<file path="config.mk">
export PLATFORM = sky130hd
export DESIGN_NAME = sdp_security_port
export DESIGN_NICKNAME = d
export VERILOG_FILES = /design/src/rtl/sdp_pkg.sv /design/src/rtl/sdp_op_seq.sv /design/src/rtl/sdp_security_port.sv
export SDC_FILE = /design/constraint.sdc
export NUM_CORES = 2
export LEC_CHECK = 0
export CORE_AREA = 2 2 368 370
export CTS_BUF_LIST = sky130_fd_sc_hd__clkbuf_4 sky130_fd_sc_hd__clkbuf_8
export DETAILED_ROUTE_END_ITERATION = 10
export DIE_AREA = 0 0 370 372
export DONT_BUFFER_PORTS = 1
export MAX_ROUTING_LAYER = met4
export PLACE_DENSITY = 0.6
export SYNTH_ARGS = -nofsm -noshare
export SYNTH_HDL_FRONTEND = slang
export SYNTH_SLANG_ARGS = --single-unit
</file>
<file path="constraint.sdc">
create_clock -name sys_clk -period 42.1 [get_ports sys_clk]
set_clock_uncertainty 0.2 [all_clocks]
set_input_delay 8.42 -clock sys_clk [delete_from_list [all_inputs] [get_ports sys_clk]]
set_output_delay 8.42 -clock sys_clk [all_outputs]
set_load 0.1 [all_outputs]
</file>
<file path="src/rtl/sdp_pkg.sv">
// Purpose: Shared constants and types for the security data port.
// Assumes: Byte-wide register port with 8-bit addresses.
// Notes: One 128-bit block is seen through sixteen byte registers.
package sdp_pkg;

  localparam int          ADDR_W       = 8;
  localparam int          DATA_W       = 8;
  localparam int          BLOCK_BYTES  = 16;
  localparam int          BLOCK_W      = 128;
  localparam int          NUM_SEGS     = 7;

  localparam logic [7:0]  OFS_CTRL1    = 8'h28;
  localparam logic [7:0]  OFS_CTRL2    = 8'h29;
  localparam logic [7:0]  OFS_DATA0    = 8'h2A;

  localparam int          C1_CLEAR     = 7;
  localparam int          C1_START     = 6;
  localparam int          C1_SELFTEST  = 5;
  localparam int          C1_CTR       = 4;
  localparam int          C1_CBC       = 3;
  localparam int          C1_AES       = 2;
  localparam int          C1_PRELOAD   = 1;

  localparam int          C2_SEL_LSB   = 5;
  localparam int          C2_SEL_MSB   = 7;
  localparam int          C2_PASS      = 1;

  localparam logic [7:0]  CTRL1_RST    = 8'h00;
  localparam logic [7:0]  DATA_RST     = 8'h00;
  localparam logic [7:0]  RD_UNMAPPED  = 8'h00;

  typedef enum logic [2:0] {
    SEL_KEY     = 3'h0,
    SEL_DATA    = 3'h1,
    SEL_CTR     = 3'h2,
    SEL_CTR_RES = 3'h3,
    SEL_CBC_RES = 3'h4,
    SEL_MAC     = 3'h5,
    SEL_AES_RES = 3'h6,
    SEL_RSVD    = 3'h7
  } sdp_sel_t;

  typedef enum logic [2:0] {
    ST_IDLE = 3'b001,
    ST_RUN  = 3'b010,
    ST_TEST = 3'b100
  } sdp_state_t;

  typedef struct packed {
    logic selftest;
    logic ctr;
    logic cbc;
    logic aes;
  } sdp_mode_t;

  typedef struct packed {
    logic [BLOCK_W-1:0] key;
    logic [BLOCK_W-1:0] data;
    logic [BLOCK_W-1:0] ctr;
    logic [BLOCK_W-1:0] mac;
  } sdp_operands_t;

  typedef struct packed {
    logic [BLOCK_W-1:0] ctrRes;
    logic [BLOCK_W-1:0] cbcRes;
    logic [BLOCK_W-1:0] aesRes;
  } sdp_results_t;

endpackage : sdp_pkg

</file>
<file path="src/rtl/sdp_op_seq.sv">
// Purpose: Operation sequencer: start, self test and pass state.
// Assumes: Engine raises engDone for one cycle when it finishes.
// Notes: Start requests while busy are ignored.
`timescale 1ns/1ns
`default_nettype none
module sdp_op_seq
  import sdp_pkg::*;
(
  input  wire logic      sys_clk,
  input  wire logic      sys_rst,
  input  wire logic      startReq,
  input  wire logic      clearReq,
  input  wire sdp_mode_t modeIn,
  input  wire logic      engDone,
  input  wire logic      engTestOk,
  output logic           engStart,
  output logic           busy,
  output logic           passFlag,
  output logic           failFlag,
  output logic           captureStb,
  output var sdp_mode_t  runMode
);

  sdp_state_t state_reg;
  sdp_state_t state_next;
  logic       anyMode;

  assign anyMode  = modeIn.ctr | modeIn.cbc | modeIn.aes;
  assign busy     = (state_reg != ST_IDLE);
  assign engStart = (state_reg == ST_IDLE) && startReq && (modeIn.selftest || anyMode);

  always_comb begin
    state_next = state_reg;
    case (state_reg)
      ST_IDLE: begin
        if (startReq && modeIn.selftest) begin
          state_next = ST_TEST;
        end else if (startReq && anyMode) begin
          state_next = ST_RUN;
        end
      end
      ST_RUN:  if (engDone) state_next = ST_IDLE;
      ST_TEST: if (engDone) state_next = ST_IDLE;
      default: state_next = ST_IDLE;
    endcase
  end

  always_ff @(posedge sys_clk or posedge sys_rst) begin
    if (sys_rst) state_reg <= ST_IDLE;
    else         state_reg <= state_next;
  end

  always_ff @(posedge sys_clk or posedge sys_rst) begin
    if (sys_rst)       runMode <= '0;
    else if (engStart) runMode <= modeIn;
  end

  // Pass flag holds zero until a self test completes successfully.
  always_ff @(posedge sys_clk or posedge sys_rst) begin
    if (sys_rst) begin
      passFlag <= 1'b0;
      failFlag <= 1'b0;
    end else if (state_reg == ST_TEST && engDone) begin
      passFlag <= engTestOk;
      failFlag <= !engTestOk;
    end
  end

  always_ff @(posedge sys_clk or posedge sys_rst) begin
    if (sys_rst) captureStb <= 1'b0;
    else         captureStb <= (state_reg == ST_RUN) && engDone && !clearReq;
  end

endmodule : sdp_op_seq
`default_nettype wire

</file>
<file path="src/rtl/sdp_security_port.sv">
// Purpose: Control registers and 128-bit data window of the security module.
// Assumes: Register port is synchronous to sys_clk, one access per cycle.
// Notes: The cipher engine sits outside and is reached by the eng ports.
`timescale 1ns/1ns
`default_nettype none

// Summary of operation
// - Selector picks segment behind data window.
// - Selector 000 reaches key storage.
// - Selector 001 reaches input data block.
// - Selector 010 reaches counter value.
// - Selector 011 shows counter-mode result.
// - Selector 100 shows CBC-MAC result.
// - Selector 101 reaches CBC-MAC starting value.
// - Selector 110 shows plain AES result.
// - Pass flag bit 1 set only on pass.
// - Failed self test forces window reads, engine operands and engine mode to zero.
// - Pass flag reads zero after reset.
// - Sixteen byte registers from 2Ah, stride one.
// - Byte n holds block bits 8n+7..8n.
// - Control two bits 4..2, 0 reserved.
// - Clear bit erases all segment memory; selector and pass flag keep their values.
// - Start bit launches enabled mode operation.
// - Self-test mode makes start run test.
// - Preload bit loads MAC starting value.
module sdp_security_port
  import sdp_pkg::*;
#(
  parameter int NSEG = NUM_SEGS
)
(
  input  wire logic              sys_clk,
  input  wire logic              sys_rst,
  input  wire logic [ADDR_W-1:0] regAddr,
  input  wire logic              regWrEn,
  input  wire logic [DATA_W-1:0] regWrData,
  input  wire logic              regRdEn,
  output logic      [DATA_W-1:0] regRdData,
  output logic                   regRdValid,
  output logic                   engStart,
  output var sdp_mode_t          engMode,
  output var sdp_operands_t      engOperands,
  input  wire logic              engDone,
  input  wire sdp_results_t      engResults,
  input  wire logic              engTestOk,
  output logic                   moduleBusy
);

  // Mode bits of the first control register.
  sdp_mode_t            mode_reg;
  sdp_mode_t            modeNow;

  // Window selector of the second control register.
  sdp_sel_t             sel_reg;

  // Segment storage, indexed by selector code.
  logic [BLOCK_W-1:0]   segReg [NSEG];

  logic                 wrCtrl1;
  logic                 wrCtrl2;
  logic                 clearReq;
  logic                 startReq;
  logic                 preloadReq;
  logic [BLOCK_BYTES-1:0] wrByteHit;
  logic [BLOCK_BYTES-1:0] rdByteHit;
  logic [ADDR_W-1:0]    winOfs;
  logic [3:0]           winIdx;
  logic                 winHit;
  logic                 selWritable;
  logic                 selMapped;
  logic                 passFlag;
  logic                 failFlag;
  logic                 captureStb;
  sdp_mode_t            runMode;
  logic [BLOCK_W-1:0]   selBlock;
  logic [DATA_W-1:0]    rdData_next;

  assign wrCtrl1    = regWrEn && (regAddr == OFS_CTRL1);
  assign wrCtrl2    = regWrEn && (regAddr == OFS_CTRL2);

  // Command bits act only when written as one.
  assign clearReq   = wrCtrl1 && regWrData[C1_CLEAR];
  assign startReq   = wrCtrl1 && regWrData[C1_START];
  assign preloadReq = wrCtrl1 && regWrData[C1_PRELOAD];

  // A start written together with mode bits uses the new mode.
  always_comb begin
    modeNow = mode_reg;
    if (wrCtrl1) begin
      modeNow.selftest = regWrData[C1_SELFTEST];
      modeNow.ctr      = regWrData[C1_CTR];
      modeNow.cbc      = regWrData[C1_CBC];
      modeNow.aes      = regWrData[C1_AES];
    end
  end

  // Window offset and byte index.
  assign winOfs = regAddr - OFS_DATA0;
  assign winIdx = winOfs[3:0];
  assign winHit = (regAddr >= OFS_DATA0) && (winOfs < ADDR_W'(BLOCK_BYTES));

  // Writable segments hold host inputs; result segments are read only.
  always_comb begin
    selWritable = 1'b0;
    selMapped   = 1'b1;
    case (sel_reg)
      SEL_KEY:     selWritable = 1'b1;
      SEL_DATA:    selWritable = 1'b1;
      SEL_CTR:     selWritable = 1'b1;
      SEL_CTR_RES: selWritable = 1'b0;
      SEL_CBC_RES: selWritable = 1'b0;
      SEL_MAC:     selWritable = 1'b1;
      SEL_AES_RES: selWritable = 1'b0;
      default: begin
        selWritable = 1'b0;
        selMapped   = 1'b0;
      end
    endcase
  end

  // Per-byte address decode of the data window.
  for (genvar i = 0; i < BLOCK_BYTES; i++) begin : g_byte
    localparam logic [ADDR_W-1:0] BYTE_ADDR = ADDR_W'(OFS_DATA0 + ADDR_W'(i));
    assign wrByteHit[i] = regWrEn && (regAddr == BYTE_ADDR) && selWritable;
    assign rdByteHit[i] = regRdEn && (regAddr == BYTE_ADDR) && selMapped;
  end

  // First control register: mode bits persist, command bits do not.
  always_ff @(posedge sys_clk or posedge sys_rst) begin
    if (sys_rst) begin
      mode_reg <= sdp_mode_t'(CTRL1_RST[C1_SELFTEST:C1_AES]);
    end else if (wrCtrl1) begin
      mode_reg <= modeNow;
    end
  end

  // Second control register: only the selector is writable.
  always_ff @(posedge sys_clk or posedge sys_rst) begin
    if (sys_rst) begin
      sel_reg <= SEL_KEY;
    end else if (wrCtrl2) begin
      sel_reg <= sdp_sel_t'(regWrData[C2_SEL_MSB:C2_SEL_LSB]);
    end
  end

  // Segment memory. Clear beats result capture, which beats preload,
  // which beats host byte writes.
  always_ff @(posedge sys_clk or posedge sys_rst) begin
    if (sys_rst) begin
      for (int s = 0; s < NSEG; s++) begin
        segReg[s] <= '0;
      end
    end else if (clearReq) begin
      for (int s = 0; s < NSEG; s++) begin
        segReg[s] <= '0;
      end
    end else if (captureStb) begin
      if (runMode.ctr) begin
        segReg[SEL_CTR_RES] <= engResults.ctrRes;
      end
      if (runMode.cbc) begin
        segReg[SEL_CBC_RES] <= engResults.cbcRes;
      end
      if (runMode.aes) begin
        segReg[SEL_AES_RES] <= engResults.aesRes;
      end
    end else if (preloadReq) begin
      segReg[SEL_CBC_RES] <= segReg[SEL_MAC];
    end else begin
      for (int b = 0; b < BLOCK_BYTES; b++) begin
        if (wrByteHit[b]) begin
          segReg[sel_reg][b*DATA_W +: DATA_W] <= regWrData;
        end
      end
    end
  end

  // Block behind the window; a failed module shows all zero.
  always_comb begin
    selBlock = '0;
    if (selMapped && !failFlag) begin
      selBlock = segReg[sel_reg[2:0]];
    end
  end

  // Read mux for the register port.
  always_comb begin
    rdData_next = RD_UNMAPPED;
    if (regAddr == OFS_CTRL1) begin
      rdData_next = '0;
      rdData_next[C1_SELFTEST] = mode_reg.selftest;
      rdData_next[C1_CTR]      = mode_reg.ctr;
      rdData_next[C1_CBC]      = mode_reg.cbc;
      rdData_next[C1_AES]      = mode_reg.aes;
    end else if (regAddr == OFS_CTRL2) begin
      rdData_next = '0;
      rdData_next[C2_SEL_MSB:C2_SEL_LSB] = sel_reg;
      rdData_next[C2_PASS] = passFlag;
    end else if (winHit && |rdByteHit) begin
      rdData_next = selBlock[winIdx*DATA_W +: DATA_W];
    end
  end

  always_ff @(posedge sys_clk or posedge sys_rst) begin
    if (sys_rst) begin
      regRdData <= DATA_RST;
    end else if (regRdEn) begin
      regRdData <= rdData_next;
    end
  end

  always_ff @(posedge sys_clk or posedge sys_rst) begin
    if (sys_rst) regRdValid <= 1'b0;
    else         regRdValid <= regRdEn;
  end

  // Operation sequencer.
  sdp_op_seq u_seq (
    .sys_clk    (sys_clk),
    .sys_rst    (sys_rst),
    .startReq   (startReq && !clearReq),
    .clearReq   (clearReq),
    .modeIn     (modeNow),
    .engDone    (engDone),
    .engTestOk  (engTestOk),
    .engStart   (engStart),
    .busy       (moduleBusy),
    .passFlag   (passFlag),
    .failFlag   (failFlag),
    .captureStb (captureStb),
    .runMode    (runMode)
  );

  // Operands to the engine; a failed module drives all zero.
  always_comb begin
    engOperands = '0;
    engMode     = runMode;
    if (!failFlag) begin
      engOperands.key  = segReg[SEL_KEY];
      engOperands.data = segReg[SEL_DATA];
      engOperands.ctr  = segReg[SEL_CTR];
      engOperands.mac  = segReg[SEL_CBC_RES];
    end else begin
      engMode = '0;
    end
  end

endmodule : sdp_security_port
`default_nettype wire

</file>
==> impl_results.md <==
- Cell Pwr Density: 38.40 nW/um^2
- Layout Nets: 5090
- Synth Cell Area: 46770 sq um
- Width of the die: 370 microns
- Slew Viols, Final: 0
- Synth warn: 0
- Switching Fraction: 0.2939
- Buffers and inverters on the worst path: 1
- Pleak: 21.68 nW
- TritonCTS buffer count: 167
- Top cells by count, synth: 946 x nand2_1, 921 x dfrtp_1, 535 x nor2b_1
- Dpl hpwl: 182.4 mm
- Ranking of synthesized cells by area: dfrtp_1 49%, nand2_1 7.6%, o2bb2ai_1 7.3%, nor2b_1 7.2%, mux4_2 5.4%
- Core box area: 134300 sq um
- Yosys top cell area share: 0.4928
- Resize count post-CTS: 0
- Mapped Avg Cell Area: 9.954 sq um
- Clock Latency Late Sink: 0.93 ns
- RSZ-0062 raised after global routing: no
- Placed Area: 50400 sq um
- WL per Instance: 38.83 microns
- H-tree depth: 4
- TritonCTS clock tree: built
- Slowest cell on crit path: nor2_4
- Gate power share: 0.105
- Worst EP arrival: 10.72 ns
- Layout area overhead: 15.66%
- Post-CTS Setup Bufs: 0
- Multi-input logic area: 23210 sq um
- Clock transition at path regs: 0.06 ns
- Hold path endpoint: u_seq.state_reg[1]$_DFFE_PP0P_
- Clock power frac: 0.450
- Maximum vdd drop: 25.73 uV
- Total Routing Usage GR: 0.3745
- Period Utilization, post-route: 0.4593
- Min Tclk post-route: 19.34 ns
- Clock sinks: 922
- Vias in the first global route: 39700
- R2R Setup Slk: 36.97 ns
- CP max FO: 49
- Final WL: 257.1 mm
- CTS Hold Buffers Added: 0
- # port buffers: 0
- Sequential Power Share: 0.446
- First-pass GRT wire length: 344.6 mm
- Critical Path End Type: output port
- Ys flop type: dfrtp_1
- Initial antenna violation count: 48
- Die height: 372 microns
- Fin area: 54090 sq um
- TNS Setup: 0 ns
- Sw power: 0.0006104 W
- Fillers: 13290
- # rows: 135
- Total of max-cap violations: 0
- Setup violators final: 0
- Internal power: 0.001467 W
- Flip-flop and latch area: 23090 sq um
- Slew @ Worst Pin: 1.409 ns
- GPL Wtd Cong: 0.9878
- Largest register FFs: 896
- IO Count: 933
- Hold Startpoint: u_seq.state_reg[2]$_DFFE_PP0P_
- Total power: 0.002077 W
- Crit-path max cell delay: 0.60 ns
- Hold Crit Class: flop to flop
- Syn nets: 5106
- Achievable Freq: 51.71 MHz
- CTS Root Buffer Type: clkbuf_8
- Vias: 42110
- Most common cell in the synthesized netlist: nand2_1
- Post-synth cell types: 81
- Crit path cell chain: or2_2, nor4_4, buf_4, nand2_2, nor3b_4, o41ai_1, nor2_4
- Reg2reg path depth: 8
- CTS Buffer Depth: 3
- R2r startpoint: sel_reg[1]$_DFFE_PP0P_
- Worst flop-to-flop path endpoint: regRdData[3]$_DFFE_PP0P_
- Status: finished clean
- Worst setup SP type: primary input
- Drt pass-1 iters: 8
- Grt total ovfl: 0
- Vias per std cell: 6.359
- Share of flip-flops with an asynchronous set or reset: 1.000
- Biggest regs: segReg: 896 flops, regRdData: 8 flops
- Post-synthesis sequential area ratio: 0.4934
- Area leader, netlist: dfrtp_1
- Post-synth EDFFs: 0
- Fin. Hold Viols: 0
- Gate Count Post-Synth: 4698
- Data required, critical path: 33.48 ns
- Starting Density: 0.3483
- Full die area: 137600 sq um
- Hold Crit Depth: 1
- Critical path type: primary input to output port
- Reg with most FFs: segReg
- Layout cell share with drive strength beyond 1: 0.2657
- Top delay family on crit path: simple AND/OR/NAND/NOR gates
- DRT iter0 DRCs: 5905
- Post-route ant nets: 0
- Pin count of the biggest net entering global routing: 165
- Remaining DRCs: 0
- Max transition margin: 0.05817
- Register bit count reported by yosys: 922
## how the worst max path moves through the flow
stage	start	end	slack, ns	cells past startpoint
after floorplan	sys_rst	mode_reg[0]$_DFFE_PP0P_	7.56	1
after global placement	regAddr[7]	engStart	22.80	7
after detailed placement	regAddr[7]	engStart	22.81	7
after CTS	regAddr[7]	engStart	22.81	7
after global routing	regAddr[7]	engStart	22.71	7
final	regAddr[0]	engStart	22.76	7
## layout by cell type (no fill, tap or decap), drive strengths merged, types with 5 or more instances in the layout
master / Yosys / final
a211oi: 14 / 14
a21oi: 322 / 322
a221o: 24 / 24
a221oi: 35 / 35
a22o: 12 / 12
a22oi: 145 / 145
a2bb2oi: 6 / 6
a311oi: 7 / 7
a31oi: 11 / 11
and2: 8 / 8
buf: 171 / 234
clkbuf: 248 / 261
clkinv: 3 / 17
dfrtp: 921 / 921
diode: 0 / 38
inv: 12 / 23
mux2: 71 / 71
mux2i: 120 / 120
mux4: 112 / 112
nand2: 947 / 947
nand2b: 10 / 10
nand3: 18 / 18
nand4: 9 / 9
nor2: 71 / 71
nor2b: 535 / 535
nor3: 25 / 25
nor4: 11 / 11
o211ai: 9 / 9
o21ai: 330 / 330
o221ai: 5 / 5
o22ai: 23 / 23
o2bb2ai: 392 / 392
o31ai: 7 / 7
or3: 7 / 7
## logic make-up (layout without fill, tap and decap cells)
family	Yosys count	count (layout)	synth area share
other	0	38	0
multiplexers	303	303	0.09672
AO/OA/AOI/OAI	1374	1374	0.1997
AND/OR/NAND/NOR	1661	1661	0.1685
XOR/XNOR	2	2	0.0003746
adder cells (fa/ha/maj)	2	2	0.0005350
buffers and inverters	434	538	0.04085
flip-flops	922	922	0.4934
## layout make-up
type | instances | area share
timing repair buffer | 234 | 0.03340
clock inverter | 28 | 0.005482
multi-input combinational | 3342 | 0.4291
clock buffer | 261 | 0.06097
antenna | 38 | 0.001758
sequential | 922 | 0.4269
tap | 1781 | 0.04120
inverter | 15 | 0.001180
## layer usage
metal  vias to the layer above  share of wire  routed length, microns  track usage
met2                      3005           0.43                  110900       0.5297
met4                         0          0.052                   13500       0.1721
met1                     21670           0.41                  104900       0.4932
met3                       613           0.11                   27840       0.1094
li1                      16810              -                       -            -
met5                         -              0                       0            -
## power groups by stage
stage	Combinational, W	Sequential (W)	Clock (W)
after global placement	0.000212	0.000940	0
final	0.000217	0.000926	0.000934
after detailed placement	0.000214	0.000940	0
after global routing	0.000224	0.000926	0.000980
after CTS	0.000214	0.000925	0.000940
after floorplan	0.000134	0.000932	0
## stage by stage
step / instances / hold slack, ns / setup slack (ns) / utilization
after floorplan: 4698 / 0.2208 / 7.557 / -
after global placement: 6294 / 0.2503 / 22.80 / 0.3753
after detailed placement: 6294 / 0.2482 / 22.81 / 0.3753
after CTS: 6583 / 0.2577 / 22.81 / 0.4021
after global routing: 6608 / 0.2747 / 22.71 / 0.4026
final: 6621 / 0.2704 / 22.76 / 0.4028
Note: power is estimated with default switching activity, not from simulation.
